### src/common/link_cfg_pkg.sv
// Purpose: shared constants and types for the control-channel bridge settings block
// Assumes: 20 MHz core clock, 8-bit register path from the local register access logic
// Notes: aliases of the remote targets live elsewhere and arrive as inputs
package link_cfg_pkg;
   // register offsets
   localparam logic [7:0] OFS_CHAN_CTRL = 8'h06;
   localparam logic [7:0] OFS_FAR_ADDR = 8'h07;
   localparam logic [7:0] OFS_TGT_MAP0 = 8'h08;
   localparam logic [7:0] OFS_TGT_MAP1 = 8'h09;
   localparam logic [7:0] RST_ALL = 8'h00;
   // channel control fields
   localparam int BIT_SEQ_ERR = 7;
   localparam int BIT_SEQ_CLR = 6;
   localparam int BIT_DLY_HI = 4;
   localparam int BIT_DLY_LO = 3;
   localparam int BIT_WR_LOCK = 2;
   localparam int BIT_IDLE_FAST = 1;
   localparam int BIT_WD_OFF = 0;
   // address registers
   localparam int BIT_ADDR_HI = 7;
   localparam int BIT_ADDR_LO = 1;
   localparam int BIT_ADDR_HOLD = 0;
   // timing
   localparam int CLK_NS = 50;
   localparam int SDA_BASE_NS = 250;
   localparam int SDA_STEP_NS = 50;
   localparam int SDA_BASE_CYC = SDA_BASE_NS / CLK_NS;
   localparam int SDA_STEP_CYC = SDA_STEP_NS / CLK_NS;
   localparam int SDA_MAX_CYC = SDA_BASE_CYC + 3 * SDA_STEP_CYC;
   localparam int WD_FAST_NS = 50000;
   localparam int WD_FAST_CYC = WD_FAST_NS / CLK_NS;
   localparam int WD_SLOW_MS = 1000;
   localparam int WD_SLOW_CYC = WD_SLOW_MS * (1000000 / CLK_NS);
   localparam int SCL_HALF_NS = 5000;
   localparam int SCL_HALF_CYC = SCL_HALF_NS / CLK_NS;
   localparam int RECOVER_PULSES = 9;
   localparam int WD_CNT_W = 25;

   typedef enum logic [1:0] {WD_IDLE, WD_LOW, WD_HIGH} wd_state_t;

   typedef struct packed {
      logic wr;
      logic rd;
      logic remote;
      logic [7:0] addr;
      logic [7:0] wdata;
   } reg_req_t;

   typedef struct packed {
      logic valid;
      logic [6:0] addr;
   } i2c_fwd_t;

   typedef struct packed {
      logic seq_err;
      logic seq_clr;
      logic [1:0] sda_dly;
      logic wr_lock;
      logic idle_fast;
      logic wd_off;
      logic [6:0] far_addr;
      logic far_hold;
      logic [6:0] phys0;
      logic [6:0] phys1;
      logic [7:0] rdata;
      logic ack;
      wd_state_t wst;
      logic [WD_CNT_W-1:0] cnt;
      logic [3:0] pulses;
      logic scl_oe;
      logic bus_free;
      logic scl_q;
      logic sda_q;
      i2c_fwd_t fwd;
      logic tgt_grant;
      logic pin_lvl;
   } cfg_state_t;
endpackage : link_cfg_pkg

### src/logic/sda_out_delay.sv
// Purpose: delays the SDA pull-down request by a selectable number of cycles
// Assumes: dly_i between 1 and MAX_DLY
// Notes: output comes straight from a flip-flop
`timescale 1ns/1ns
module sda_out_delay #(
   parameter int MAX_DLY = link_cfg_pkg::SDA_MAX_CYC
) (
   // clock and reset
   input wire logic clock_i,
   input wire logic nrst_i,
   input wire logic ce_i,
   // control
   input wire logic [3:0] dly_i,
   input wire logic drive_i,
   // delayed pin enable
   output logic drive_o
);
   typedef struct packed {
      logic [MAX_DLY-1:0] sr;
      logic out;
   } dly_state_t;

   dly_state_t st_r;
   dly_state_t st_nxt;

   function automatic int tap(input logic [3:0] d);
      if (d == 4'h0) begin
         return 0;
      end else if (int'(d) > MAX_DLY) begin
         return MAX_DLY - 1;
      end else begin
         return int'(d) - 1;
      end
   endfunction : tap

   always_comb begin
      st_nxt = st_r;
      st_nxt.sr = {st_r.sr[MAX_DLY-2:0], drive_i};
      st_nxt.out = st_r.sr[tap(dly_i)];
   end

   always_ff @(posedge clock_i or negedge nrst_i) begin
      if (!nrst_i) begin
         st_r <= '0;
      end else if (ce_i) begin
         st_r <= st_nxt;
      end
   end

   assign drive_o = st_r.out;
endmodule : sda_out_delay

### src/logic/ctrl_channel_i2c_bridge_cfg.sv
// Purpose: control-channel bridge settings: sequence error flag, SDA delay, write lock,
//          bus watchdog with recovery, far serializer address and two target remaps
// Assumes: all inputs synchronous to clock_i; register requests come from the device's
//          own register access logic, remote ones flagged by reg_req_i.remote
// Notes: register answers one cycle after the request
`timescale 1ns/1ns
module ctrl_channel_i2c_bridge_cfg #(
   parameter int WD_SLOW_CYCLES = link_cfg_pkg::WD_SLOW_CYC,
   parameter int WD_FAST_CYCLES = link_cfg_pkg::WD_FAST_CYC,
   parameter int SCL_HALF_CYCLES = link_cfg_pkg::SCL_HALF_CYC
) (
   // clock, reset, enable
   input wire logic clock_i,
   input wire logic nrst_i,
   input wire logic ce_i,
   // register access
   input wire link_cfg_pkg::reg_req_t reg_req_i,
   output logic [7:0] reg_rdata_o,
   output logic reg_ack_o,
   // forward channel status
   input wire logic seq_err_i,
   input wire logic rx_lock_i,
   input wire logic far_id_valid_i,
   input wire logic [6:0] far_id_i,
   // local bus pins
   input wire logic scl_i,
   output logic scl_o,
   output logic scl_oe_o,
   input wire logic sda_i,
   output logic sda_o,
   output logic sda_oe_o,
   input wire logic sda_drive_i,
   output logic bus_free_o,
   // pass-through decode
   input wire logic pass_en_i,
   input wire logic [6:0] alias0_i,
   input wire logic [6:0] alias1_i,
   input wire logic fwd_req_i,
   input wire logic [6:0] fwd_addr_i,
   output link_cfg_pkg::i2c_fwd_t fwd_o,
   // remote access to local targets
   input wire logic rmt_tgt_req_i,
   output logic rmt_tgt_grant_o
);
   link_cfg_pkg::cfg_state_t st_r;
   link_cfg_pkg::cfg_state_t st_nxt;

   localparam int WD_CNT_W_L = link_cfg_pkg::WD_CNT_W;

   logic wr_ok;
   logic activity;
   logic [WD_CNT_W_L-1:0] limit;

   function automatic logic [7:0] rd_val(input logic [7:0] a, input link_cfg_pkg::cfg_state_t s);
      logic [7:0] v;
      v = 8'h00;
      if (a == link_cfg_pkg::OFS_CHAN_CTRL) begin
         v[link_cfg_pkg::BIT_SEQ_ERR] = s.seq_err;
         v[link_cfg_pkg::BIT_SEQ_CLR] = s.seq_clr;
         v[link_cfg_pkg::BIT_DLY_HI:link_cfg_pkg::BIT_DLY_LO] = s.sda_dly;
         v[link_cfg_pkg::BIT_WR_LOCK] = s.wr_lock;
         v[link_cfg_pkg::BIT_IDLE_FAST] = s.idle_fast;
         v[link_cfg_pkg::BIT_WD_OFF] = s.wd_off;
      end else if (a == link_cfg_pkg::OFS_FAR_ADDR) begin
         v = {s.far_addr, s.far_hold};
      end else if (a == link_cfg_pkg::OFS_TGT_MAP0) begin
         v = {s.phys0, 1'b0};
      end else if (a == link_cfg_pkg::OFS_TGT_MAP1) begin
         v = {s.phys1, 1'b0};
      end
      return v;
   endfunction : rd_val

   function automatic logic addr_hit(input logic [6:0] a, input logic [6:0] ref_addr);
      return (ref_addr != 7'h00) && (a == ref_addr);
   endfunction : addr_hit

   // remote writes dropped silently while locked; local writes always land
   assign wr_ok = reg_req_i.wr && !(reg_req_i.remote && st_r.wr_lock);
   assign activity = (scl_i != st_r.scl_q) || (sda_i != st_r.sda_q);
   assign limit = st_r.idle_fast ? WD_CNT_W_L'(WD_FAST_CYCLES - 1)
                                 : WD_CNT_W_L'(WD_SLOW_CYCLES - 1);

   always_comb begin
      st_nxt = st_r;
      st_nxt.scl_q = scl_i;
      st_nxt.sda_q = sda_i;
      st_nxt.pin_lvl = 1'b0;
      st_nxt.ack = reg_req_i.wr || reg_req_i.rd;
      if (reg_req_i.rd) begin
         st_nxt.rdata = rd_val(reg_req_i.addr, st_r);
      end

      // register writes
      if (wr_ok && reg_req_i.addr == link_cfg_pkg::OFS_CHAN_CTRL) begin
         st_nxt.seq_clr = reg_req_i.wdata[link_cfg_pkg::BIT_SEQ_CLR];
         st_nxt.sda_dly = reg_req_i.wdata[link_cfg_pkg::BIT_DLY_HI:link_cfg_pkg::BIT_DLY_LO];
         st_nxt.wr_lock = reg_req_i.wdata[link_cfg_pkg::BIT_WR_LOCK];
         st_nxt.idle_fast = reg_req_i.wdata[link_cfg_pkg::BIT_IDLE_FAST];
         st_nxt.wd_off = reg_req_i.wdata[link_cfg_pkg::BIT_WD_OFF];
         if (reg_req_i.wdata[link_cfg_pkg::BIT_SEQ_CLR]) begin
            st_nxt.seq_err = 1'b0;
         end
      end
      // a new error in the clearing cycle is kept
      if (seq_err_i) begin
         st_nxt.seq_err = 1'b1;
      end

      // software write beats an auto-load arriving in the same cycle
      if (wr_ok && reg_req_i.addr == link_cfg_pkg::OFS_FAR_ADDR) begin
         st_nxt.far_addr = reg_req_i.wdata[link_cfg_pkg::BIT_ADDR_HI:link_cfg_pkg::BIT_ADDR_LO];
         st_nxt.far_hold = reg_req_i.wdata[link_cfg_pkg::BIT_ADDR_HOLD];
      end else if (rx_lock_i && far_id_valid_i && !st_r.far_hold) begin
         st_nxt.far_addr = far_id_i;
      end
      if (wr_ok && reg_req_i.addr == link_cfg_pkg::OFS_TGT_MAP0) begin
         st_nxt.phys0 = reg_req_i.wdata[link_cfg_pkg::BIT_ADDR_HI:link_cfg_pkg::BIT_ADDR_LO];
      end
      if (wr_ok && reg_req_i.addr == link_cfg_pkg::OFS_TGT_MAP1) begin
         st_nxt.phys1 = reg_req_i.wdata[link_cfg_pkg::BIT_ADDR_HI:link_cfg_pkg::BIT_ADDR_LO];
      end

      // pass-through decode; serializer address checked before the aliases
      st_nxt.fwd.valid = 1'b0;
      if (fwd_req_i && pass_en_i) begin
         if (addr_hit(fwd_addr_i, st_r.far_addr)) begin
            st_nxt.fwd.valid = 1'b1;
            st_nxt.fwd.addr = fwd_addr_i;
         end else if (addr_hit(fwd_addr_i, alias0_i)) begin
            st_nxt.fwd.valid = 1'b1;
            st_nxt.fwd.addr = st_r.phys0;
         end else if (addr_hit(fwd_addr_i, alias1_i)) begin
            st_nxt.fwd.valid = 1'b1;
            st_nxt.fwd.addr = st_r.phys1;
         end
      end

      // lock bit deliberately not consulted here
      st_nxt.tgt_grant = rmt_tgt_req_i;

      // bus watchdog
      case (st_r.wst)
         link_cfg_pkg::WD_IDLE: begin
            if (activity) begin
               st_nxt.cnt = '0;
               st_nxt.bus_free = 1'b0;
            end else if (st_r.cnt < limit) begin
               st_nxt.cnt = st_r.cnt + 1'b1;
            end else if (sda_i) begin
               st_nxt.bus_free = 1'b1;
            end else begin
               st_nxt.wst = link_cfg_pkg::WD_LOW;
               st_nxt.scl_oe = 1'b1;
               st_nxt.cnt = '0;
               st_nxt.pulses = 4'h0;
            end
         end
         link_cfg_pkg::WD_LOW: begin
            // own SCL toggling is not counted as bus activity
            if (st_r.cnt < WD_CNT_W_L'(SCL_HALF_CYCLES - 1)) begin
               st_nxt.cnt = st_r.cnt + 1'b1;
            end else begin
               st_nxt.wst = link_cfg_pkg::WD_HIGH;
               st_nxt.scl_oe = 1'b0;
               st_nxt.cnt = '0;
            end
         end
         link_cfg_pkg::WD_HIGH: begin
            if (st_r.cnt < WD_CNT_W_L'(SCL_HALF_CYCLES - 1)) begin
               st_nxt.cnt = st_r.cnt + 1'b1;
            end else if (st_r.pulses == 4'(link_cfg_pkg::RECOVER_PULSES - 1)) begin
               st_nxt.wst = link_cfg_pkg::WD_IDLE;
               st_nxt.cnt = '0;
            end else begin
               st_nxt.wst = link_cfg_pkg::WD_LOW;
               st_nxt.scl_oe = 1'b1;
               st_nxt.cnt = '0;
               st_nxt.pulses = st_r.pulses + 4'h1;
            end
         end
         default: begin
            st_nxt.wst = link_cfg_pkg::WD_IDLE;
         end
      endcase
      // a disabled watchdog also aborts a recovery under way
      if (st_r.wd_off) begin
         st_nxt.wst = link_cfg_pkg::WD_IDLE;
         st_nxt.cnt = '0;
         st_nxt.scl_oe = 1'b0;
         st_nxt.bus_free = 1'b0;
         st_nxt.pulses = 4'h0;
      end
   end

   always_ff @(posedge clock_i or negedge nrst_i) begin
      if (!nrst_i) begin
         st_r <= '0;
      end else if (ce_i) begin
         st_r <= st_nxt;
      end
   end

   sda_out_delay #(
      .MAX_DLY(link_cfg_pkg::SDA_MAX_CYC)
   ) u_sda_dly (
      .clock_i(clock_i),
      .nrst_i(nrst_i),
      .ce_i(ce_i),
      .dly_i(4'(link_cfg_pkg::SDA_BASE_CYC + int'(st_r.sda_dly) * link_cfg_pkg::SDA_STEP_CYC)),
      .drive_i(sda_drive_i),
      .drive_o(sda_oe_o)
   );

   assign reg_rdata_o = st_r.rdata;
   assign reg_ack_o = st_r.ack;
   assign scl_o = st_r.pin_lvl;
   assign sda_o = st_r.pin_lvl;
   assign scl_oe_o = st_r.scl_oe;
   assign bus_free_o = st_r.bus_free;
   assign fwd_o = st_r.fwd;
   assign rmt_tgt_grant_o = st_r.tgt_grant;

   logic ctrl_wr;
   logic far_wr;
   assign ctrl_wr = wr_ok && reg_req_i.addr == link_cfg_pkg::OFS_CHAN_CTRL;
   assign far_wr = wr_ok && reg_req_i.addr == link_cfg_pkg::OFS_FAR_ADDR;
endmodule : ctrl_channel_i2c_bridge_cfg

### config.mk
export PLATFORM = sky130hd
export DESIGN_NAME = ctrl_channel_i2c_bridge_cfg
export DESIGN_NICKNAME = d
export VERILOG_FILES = /design/src/common/link_cfg_pkg.sv /design/src/logic/sda_out_delay.sv /design/src/logic/ctrl_channel_i2c_bridge_cfg.sv
export SDC_FILE = /design/constraint.sdc
export NUM_CORES = 1
export LEC_CHECK = 0
export BUFFER_PORTS_ARGS = -buffer_cell sky130_fd_sc_hd__buf_2
export CAP_MARGIN = 30
export CORE_AREA = 2 2 125 91
export CTS_CLUSTER_DIAMETER = 120
export DETAILED_ROUTE_END_ITERATION = 6
export DIE_AREA = 0 0 127 93
export PLACE_DENSITY_LB_ADDON = 0.08
export REMOVE_ABC_BUFFERS = 1
export SYNTH_ARGS = -nofsm -noshare
export SYNTH_HDL_FRONTEND = slang
export SYNTH_HIERARCHICAL = 1
export SYNTH_SLANG_ARGS = --single-unit
export TNS_END_PERCENT = 5
### constraint.sdc
create_clock -name clock_i -period 4.9 [get_ports clock_i]
set_input_delay 0.245 -clock clock_i [delete_from_list [all_inputs] [get_ports clock_i]]
set_output_delay 0.245 -clock clock_i [all_outputs]
set_load 0.02 [all_outputs]
==> impl_metrics.json, run 1 <==
{
  "die_height_um": 93,
  "async_reset_ff_share_pct": 100.0,
  "startpoint_type": "flip-flop",
  "globalRouteOverflowTotal": 0,
  "netlist_instances": 625,
  "arrival_ns": 3.40,
  "finalWorstPathRequiredPeriod_ns": 3.157,
  "timing.critical_path.required_ns": 5.14,
  "synth_top_area_cell": "dfrtp_1",
  "tightestPinTransition_ns": 1.008,
  "report.final.hold_viol_count": 0,
  "hold_fix_buffers_at_cts": 1,
  "n_fill_cell": 925,
  "first_global_vias": 4678,
  "finalWirelength_um": 14280,
  "max_clock_freq_mhz": 316.7,
  "syn2layout_area_growth_pct": 11.51,
  "fin_skew_ns": 0.007231,
  "cts_sinks": 91,
  "final.period_utilization_pct": 64.44,
  "critical_path.startpoint": "st_r[77]",
  "wl_met3_um": 733,
  "route.top_layer_used": "met4",
  "cts.repair.resized": 0,
  "avg_vias_per_cell": 6.006,
  "net_count_reported_at_finish": 763,
  "initial_drt_markers": 395,
  "layout.cells.non_filler": 824,
  "critical_path_fanout_max": 19,
  "slew-limit-headroom_pct": 32.29,
  "drive_gt1_share_pct": 20.06,
  "power_density_nw_per_um2": 285.6,
  "weighted_congestion_reported_at_the_end_of_routability_driven_placement": 0.8622,
  "cts_inserted_buffers": 9,
  "vdd_drop_max_mv": 0.1819,
  "largest_net_degree_at_the_start_of_global_routing": 58,
  "core.rowCount": 32,
  "dieArea_um2": 11810,
  "dpl.hpwl_um": 10500,
  "max-clock-path-buffers": 2,
  "tritoncts": "built",
  "clock_tree.htree_level_count": 3,
  "clock_latency_ns": 0.35,
  "n_antenna_cell": 0,
  "initial_antenna_violation_count": 0,
  "syn-cell-area_um2": 5728,
  "finalMaxSlewViolations": 0,
  "drtPass1Iterations": 5,
  "seq_area_frac_synth_pct": 39.76,
  "count_of_different_cell_masters_after_synthesis": 65,
  "rsz0062_at_grt": "no",
  "hold_path_class": "in2reg",
  "floorplan.core_area_um2": 10650,
  "synthesis.area_per_instance_um2": 9.165,
  "setup.worst_path.end_class": "flip-flop",
  "remaining_drc_errors": 0,
  "totalNegativeSetupSlack_ns": 0,
  "dp_cells": 807,
  "finalSetupViolations": 0,
  "outcome": "finished clean",
  "synth-seq-cells": 91,
  "drv_cap": 0,
  "grt_first_pass_wirelength_um": 23650,
  "master_cell_of_the_clock_root_buffer": "clkbuf_16",
  "path_class": "reg2reg",
  "min_from": "sda_drive_i",
  "yosysWarningCount": 6,
  "count_of_vias_placed_by_the_detailed_router": 4949,
  "drt.antenna.violating_nets": 0,
  "rr_startpoint": "st_r[77]",
  "placement.io_buffers": 79,
  "detail_route.wirelength.met1_um": 6977,
  "leakagePower_nw": 2.943,
  "floorplan.initialDensity_pct": 53.78,
  "clk_transition_reported_paths_ns": 0.07,
  "die_width_um": 127,
  "synth_enable_flop_cells": 0,
  "yosys.area.top_type_share_pct": 39.76,
  "io_pins": 82,
  "synth_top_flop_cell": "dfrtp_1",
  "groute.usage.overall_pct": 25.13,
  "cts_setup_buffers": 0,
  "avgRoutedWirePerCell_um": 17.32,
  "detailroute.wirelength.met2_um": 6471,
  "synth.top_cells.by_area": "dfrtp_1, nand2_1, ha_1"
}
[layout by cell type (no fill, tap or decap), types with 5 or more instances in the layout]
cell        n
o21ai_0    42
mux2_2     21
a21boi_0    7
o21ai_1     6
a221oi_1    8
xnor2_1    19
nand2_1    77
mux2_1      7
nor2b_1     8
and3_1      6
nor4_1      8
dfrtp_1    91
a21o_1      5
ha_1       21
or3_1       7
and2_1     14
buf_2      78
mux2i_1    13
nand4_1    11
a21oi_1    32
nand2b_1    5
clkbuf_16   9
a22o_1      7
nor3_1     10
inv_1      16
nor2_1     53
nand3_1    20
o31ai_1     6
buf_4       5
[flip-flops by register name, summed over array words and instances, names as in the netlist]
name and flops:
reg_rdata_o 8, st_r 62, rmt_tgt_grant_o 1, u_sda_dly/st_r 1
scl_oe_o 1, reg_ack_o 1, fwd_o 8, bus_free_o 1
u_sda_dly/drive_o 1, u_sda_dly/st_nxt 7
[Yosys cell counts (all sizes together), types with 8 or more instances]
library cell	instances
nor2b	8
a21oi	33
nand4	11
mux2	28
inv	16
mux2i	13
buf	24
clkbuf	14
dfrtp	91
nand2	77
nor4	8
nor3	13
xnor2	19
ha	21
a221oi	8
and2	14
o21ai	51
nor2	53
nand3	20
[worst max-delay path: stages (launching register included)]
cell and delay (ns):
dfrtp_1 0.57, inv_1 0.14, ha_1 0.31, nand2_1 0.04, or4_1 0.53, o21ai_2 0.23
nor4_1 0.10, o21ai_2 0.69, o21ai_0 0.22, a21o_1 0.21
[kinds of logic (layout without fill, tap and decap cells)]
group / Yosys count / in the layout / synth area share [%]
buffers and inverters: 55 / 117 / 5.264
xor gates and xnor gates: 21 / 21 / 3.211
other: 1 / 2 / 0.06547
and+or+nand+nor: 239 / 239 / 20.58
muxes: 41 / 41 / 7.776
DFF: 91 / 91 / 39.76
AOI/OAI and AO/OA: 156 / 156 / 18.76
adders and majority gates: 21 / 21 / 4.587
[path summary, 6_finish.rpt]
path / to / slack, ns / cells past startpoint
worst max-delay path: st_r[40] / 1.74 / 9
worst min-delay path: u_sda_dly/st_nxt[2] / 0.12 / 2
worst max register to register: st_r[40] / 1.74 / 9
worst min register to register: reg_rdata_o[2] / 0.49 / 2
max in group asynchronous: st_r[28] / 3.44 / 3
min in group asynchronous: st_r[16] / 0.51 / 2
[through the flow]
stage / setup WS (ns) / hold WS, ns / instance area, µm² / utilization, % / total power, mW
2_1_floorplan: 2.031 / -0.05059 / 5494 / - / 1.037
3_3_place_gp: 1.902 / 0.3626 / 6092 / 57.20 / 1.150
3_5_place_dp: 1.804 / 0.3618 / 6092 / 57.20 / 1.160
4_1_cts: 1.776 / 0.1152 / 6387 / 59.97 / 1.833
5_1_grt: 1.478 / 0.1154 / 6387 / 59.97 / 1.910
6_report: 1.743 / 0.1172 / 6387 / 59.97 / 1.824
[layout make-up]
type	instances	area, µm²	share of cell area, %
multi-input combinational	480	3153	49.36
sequential	91	2277	35.65
timing repair buffer	84	437.9	6.856
clock buffer	9	225.2	3.526
tap	136	170.2	2.664
inverter	17	63.81	0.9990
clock inverter	7	60.06	0.9403
[routing by layer]
layer	vias up	track usage, %
met5	-	0
met4	0	4.945
met3	13	4.062
met2	153	39.47
met1	2421	37.07
li1	2362	-
[power breakdown]
part           leakage (nW)  total (mW)  switching (mW)  internal (mW)
combinational          1.62       0.290           0.168          0.122
clock                 0.136       0.677           0.323          0.354
sequential             1.19       0.858          0.0490          0.809
Note: power is estimated with default switching activity, not from simulation.
==> inputs of run 2 (changes only) <==
- CORE_AREA: 2 2 125 91 -> 2 2 128 92
- DIE_AREA: 0 0 127 93 -> 0 0 130 94
- clock period: 4.9 -> 2.5 ns (I/O delays scaled with it)
==> run 2 against run 1 <==
  * The flow now finishes with violations (setup timing)
  * Hold slack lost 0.11 ns
  * Non-clock buffer count increased by 45
  * Maximum frequency grew 23%
  * Flip-flop and latch count did not move
  * Clock-buffer cell count up 1
  * Critical path depth is 1 lower
  * Clock power is 110% higher
  * Largest power group unchanged
==> impl_metrics.json, run 2 (synthesized netlist as in run 1, its figures left out) <==
{
  "master_cell_of_the_clock_root_buffer": "clkbuf_16",
  "largest_net_degree_at_the_start_of_global_routing": 56,
  "globalRouteOverflowTotal": 0,
  "floorplan.initialDensity_pct": 52.40,
  "post-route-util_pct": 63.05,
  "setup.worst_path.end_class": "flip-flop",
  "leakagePower_nw": 3.204,
  "cts_sinks": 91,
  "slew-limit-headroom_pct": 52.59,
  "drtPass1Iterations": 5,
  "r2r_slack_ns": -0.07,
  "n_antenna_cell": 0,
  "max-clock-path-buffers": 2,
  "outcome": "finished, violations left",
  "syn2layout_area_growth_pct": 20.31,
  "vdd_drop_max_mv": 0.3549,
  "cp_cell_sequence": "ha_1, nand2_1, or4_4, o21ai_4, o211ai_1, and2_1, a21oi_1, mux2_1",
  "avg_vias_per_cell": 5.711,
  "path_class": "reg2reg",
  "clk_transition_reported_paths_ns": 0.07,
  "power_mw": 3.716,
  "dp_cells": 865,
  "finalWorstPathRequiredPeriod_ns": 2.568,
  "critical_path.max_stage_delay_ns": 0.52,
  "initial_antenna_violation_count": 0,
  "drive_gt1_share_pct": 26.33,
  "violations": "setup timing",
  "totalNegativeSetupSlack_ns": -0.3806,
  "floorplan.core_area_um2": 10930,
  "place_area_um2": 6434,
  "cts_inserted_buffers": 9,
  "final_common_cell": "dfrtp_1",
  "largest_register": "st_r",
  "layout.cells.non_filler": 886,
  "tritoncts": "built",
  "critical_path_fanout_max": 7,
  "tightestPinTransition_ns": 0.7037,
  "net_count_reported_at_finish": 808,
  "fin_skew_ns": 0.007240,
  "weighted_congestion_reported_at_the_end_of_routability_driven_placement": 0.8960,
  "dpl.hpwl_um": 11560,
  "drt.antenna.violating_nets": 0,
  "clock_tree.htree_level_count": 3,
  "avgRoutedWirePerCell_um": 17.05,
  "power_density_nw_per_um2": 539.2,
  "placement.io_buffers": 79,
  "detailedPlace.worstSlack_ns": -0.2181,
  "critPathSlowestCell": "or4_4",
  "grt_first_pass_wirelength_um": 24630,
  "finalMaxSlewViolations": 0,
  "first_global_vias": 4861,
  "clock_latency_ns": 0.35,
  "final_area_um2": 6892,
  "final.hold.worst_slack_ns": 0.009840,
  "dieArea_um2": 12220,
  "core.rowCount": 32,
  "hold_path_class": "in2reg",
  "report.final.hold_viol_count": 0,
  "finalSetupViolations": 10,
  "io_pins": 82,
  "flip_flop_count_of_the_largest_register_after_layout": 62,
  "final.period_utilization_pct": 102.7,
  "drv_cap": 0,
  "groute.usage.overall_pct": 25.98,
  "timing.critical_path.required_ns": 2.73,
  "die_height_um": 94,
  "fin_ws_ns": -0.06761,
  "finalWirelength_um": 15100,
  "initial_drt_markers": 285,
  "max_clock_freq_mhz": 389.5,
  "remaining_drc_errors": 0,
  "die_width_um": 130,
  "final_cell_mix": "dfrtp_1, buf_2, nand2_1, nor2_1, buf_4",
  "startpoint_type": "flip-flop",
  "count_of_vias_placed_by_the_detailed_router": 5060,
  "rsz0062_at_grt": "yes",
  "arrival_ns": 2.80
}
run 2: per-layer routing:
layer  wire [µm]  up-vias  GRT usage [%]
met5           0        -              0
met4         148        0          5.197
met3         956       16          4.499
met2        6796      162          39.14
met1        7201     2435          39.29
li1            -     2447              -
run 2: power by group:
group | internal (mW) | total, mW | switching, mW
logic | 0.265 | 0.616 | 0.351
registers | 1.59 | 1.68 | 0.0915
clock network | 0.811 | 1.42 | 0.612
total | 2.66 | 3.72 | 1.05
run 2: cell type report:
type / count / area (µm²)
multi-input cells: 480 / 3246
well taps: 153 / 191.4
clock inverters: 6 / 71.32
inverters: 17 / 63.81
flip-flops and latches: 91 / 2278
repair buffers: 129 / 802.0
fillers: 938 / 4039
clock buffers: 10 / 239.0
run 2: final timing paths:
path | endpoint | depth (start not counted) | start
max | scl_oe_o | 8 | st_r[77]
min | rmt_tgt_grant_o | 2 | rmt_tgt_req_i
max reg2reg | scl_oe_o | 8 | st_r[77]
min reg2reg | fwd_o[7] | 1 | fwd_o[7]
max in group asynchronous | st_r[77] | 3 | nrst_i
min in group asynchronous | st_r[43] | 2 | nrst_i
run 2: repair_timing:
action,in CTS,in global routing
hold buffers,2,0
gates resized for setup,17,3
setup buffers,3,0
endpoints found under the hold margin,55,0
pin swaps,12,0
endpoints found under the setup margin,32,32
run 2: worst max-delay path, delay by kind of cell (launching register included):
kind	cells	cell delay [ns]
simple gates	3	0.80
compound gates	3	0.51
flops	1	0.46
fa+ha+maj	1	0.34
mux	1	0.33
==> inputs of run 3 (changes only) <==
- CORE_AREA: 2 2 128 92 -> 2 2 127 92
- DIE_AREA: 0 0 130 94 -> 0 0 129 94
- SYNTH_HIERARCHICAL: 1 -> default
==> run 3 against run 2 <==
  * The run still ends with setup timing left
  * Largest cell class unchanged
  * Largest power group is now combinational logic
  * Maximum frequency decreased by 4.2%
  * Hold slack gained 0.016 ns
  * Core utilization rose by 1.0 points
==> impl_metrics.json, run 3 <==
{
  "slew-limit-headroom_pct": 62.04,
  "setup.worst_path.end_class": "flip-flop",
  "grt_first_pass_wirelength_um": 23400,
  "report.final.hold_viol_count": 0,
  "first_global_vias": 4612,
  "crit_path_frequent_cell": "buf_6",
  "max-clock-path-buffers": 2,
  "vdd_drop_max_mv": 0.3254,
  "avg_vias_per_cell": 5.714,
  "leakagePower_nw": 3.280,
  "synth.top_cells.by_area": "dfrtp_1, mux2_2, ha_1",
  "final_cell_mix": "dfrtp_1, buf_2, buf_4, nand2_1, nor2_1",
  "cp_cell_sequence": "buf_6, ha_4, and4bb_2, nand4_1, a211oi_2, and3b_2, o211ai_4, buf_4, buf_6, nor2_4, mux2_2",
  "die_width_um": 129,
  "seq_area_um2": 2277,
  "layout.cells.non_filler": 838,
  "netlist_instances": 558,
  "yosys.area.top_type_share_pct": 41.34,
  "n_fill_cell": 906,
  "remaining_drc_errors": 0,
  "path_class": "reg2reg",
  "weighted_congestion_reported_at_the_end_of_routability_driven_placement": 0.8650,
  "largest_net_degree_at_the_start_of_global_routing": 52,
  "clk_transition_reported_paths_ns": 0.07,
  "die_height_um": 94,
  "async_reset_ff_share_pct": 100.0,
  "synthAdderAreaFrac_pct": 4.769,
  "path_delay_family": "simple AND/OR/NAND/NOR gates",
  "drv_cap": 0,
  "master_cell_of_the_clock_root_buffer": "clkbuf_16",
  "count_of_vias_placed_by_the_detailed_router": 4788,
  "drtPass1Iterations": 4,
  "dpl.hpwl_um": 10710,
  "largest_family_of_logic_cells_by_synthesized_area": "compound AO/OA/AOI/OAI gates",
  "dp_cells": 810,
  "synth_most_common_cell": "dfrtp_1",
  "synth-seq-cells": 91,
  "net_count_reported_at_finish": 760,
  "cts_inserted_buffers": 9,
  "core.rowCount": 32,
  "floorplan.core_area_um2": 10850,
  "synth_xor_xnor_area_share_pct": 3.021,
  "power_density_nw_per_um2": 726.7,
  "clock_tree.htree_level_count": 3,
  "synth_enable_flop_cells": 0,
  "largest_register": "st_r",
  "synth_top_flop_cell": "dfrtp_1",
  "initial_antenna_violation_count": 0,
  "outcome": "finished, violations left",
  "drive_gt1_share_pct": 34.01,
  "globalRouteOverflowTotal": 0,
  "violations": "setup timing",
  "finalSetupViolations": 26,
  "clock_latency_ns": 0.35,
  "finalWirelength_um": 14780,
  "finalMaxSlewViolations": 0,
  "syn-cell-area_um2": 5509,
  "floorplan.initialDensity_pct": 50.77,
  "synthesis.area_per_instance_um2": 9.873,
  "post-route-util_pct": 64.09,
  "flip_flop_count_of_the_largest_register_after_layout": 62,
  "post_synthesis_compound_gate_area_fraction_pct": 18.37,
  "tightestPinTransition_ns": 0.5680,
  "startpoint_type": "flip-flop",
  "yosysWarningCount": 0,
  "fin_ws_ns": -0.1790,
  "arrival_ns": 2.92,
  "detailedPlace.worstSlack_ns": -0.1230,
  "io_pins": 82,
  "avgRoutedWirePerCell_um": 17.64,
  "final_common_cell": "dfrtp_1",
  "synth_commonest_cells": "dfrtp_1, nand2_1, nor2_1, mux2_2, o21ai_0",
  "simple_gate_share_of_the_synthesized_area_pct": 17.33,
  "critical_path.max_stage_delay_ns": 0.41,
  "rsz0062_at_grt": "yes",
  "synth_top_area_cell": "dfrtp_1",
  "final.period_utilization_pct": 107.2,
  "groute.usage.overall_pct": 25.10,
  "hold_path_class": "in2reg",
  "critical_path_buf_inv_count": 3,
  "initial_drt_markers": 414,
  "seq_area_frac_synth_pct": 41.34,
  "syn2layout_area_growth_pct": 26.23,
  "synth_mux_area_share_pct": 8.812,
  "drt.antenna.violating_nets": 0,
  "dieArea_um2": 12130,
  "critical_path_fanout_max": 7,
  "cts_sinks": 91,
  "critPathSlowestCell": "dfrtp_1",
  "timing.critical_path.required_ns": 2.74,
  "n_antenna_cell": 0,
  "placement.io_buffers": 79,
  "tritoncts": "built",
  "max_clock_freq_mhz": 373.3,
  "finalWorstPathRequiredPeriod_ns": 2.679,
  "fin_skew_ns": 0.008485,
  "multi_input_area_um2": 3039,
  "count_of_different_cell_masters_after_synthesis": 67
}
-- run 3: cell count changes after synthesis, sizes merged, moves of 7 or more --
cell,change
a211oi,+10
a21o,+10
a21oi,-9
a22o,+7
and2,-10
buf,+10
inv,+8
nand2,-35
nor2,-17
o21ai,-20
xnor2,-8
-- run 3: layer usage --
metal	global-route usage (%)	vias up	wire length [µm]
met4	6.522	0	135
met1	37.65	2351	7373
met5	0	-	0
li1	-	2282	-
met2	36.33	143	6385
met3	5.866	12	889
-- run 3: repair_timing --
| action | 4_1_cts | 5_1_grt |
|---|---|---|
| setup endpoints to repair | 29 | 31 |
| hold buffers | 3 | 0 |
| pin swaps | 10 | 9 |
| gates resized for setup | 21 | 13 |
| setup buffers | 6 | 1 |
| gates cloned | 2 | 0 |
| hold endpoints to repair | 42 | 0 |
-- run 3: stage by stage --
step                setup TNS [ns]  area, µm²  total power [mW]  hold slack, ns
floorplan                   -11.57       5256             2.579         -0.1706
detailed placement          -1.990       6329             3.360          0.1615
global placement           -0.2930       6329             3.311          0.1564
finish                      -2.881       6954             5.054         0.02605
global route                -5.812       6954             5.321         0.03227
CTS                         -1.786       6878             4.984         0.01284
-- run 3: worst paths after layout --
path / end / slack [ns] / from / cells past startpoint
min reg2reg: fwd_o[1] / 0.47 / fwd_o[1] / 1
max in group asynchronous: st_r[29] / 1.52 / nrst_i / 3
max reg2reg: st_r[18] / -0.18 / st_r[77] / 11
max: st_r[18] / -0.18 / st_r[77] / 11
min in group asynchronous: st_r[44] / 0.31 / nrst_i / 2
min: st_r[82] / 0.03 / seq_err_i / 2
-- run 3: final cells by class --
| class | instances | share of cell area [%] |
|---|---|---|
| Clock buffer | 9 | 3.239 |
| Inverter | 24 | 1.295 |
| Clock inverter | 7 | 1.169 |
| Tap cell | 153 | 2.753 |
| Timing Repair Buffer | 152 | 15.10 |
| Multi-Input combinational cell | 402 | 43.70 |
| Sequential cell | 91 | 32.75 |
-- run 3: cells by family (layout without fill, tap and decap cells) --
family                   after synthesis  in the layout
AO/OA/AOI/OAI                        141            141
XOR/XNOR                              19             19
adder cells (fa/ha/maj)               21             21
buffers and inverters                 66            192
flip-flops                            91             91
multiplexers                          42             42
other                                  1              2
AND/OR/NAND/NOR                      177            177
-- run 3: report_power, final --
part	internal, mW	leakage (nW)	switching [mW]
registers	1.62	1.19	0.130
logic	0.932	1.94	0.984
clock network	0.715	0.150	0.677
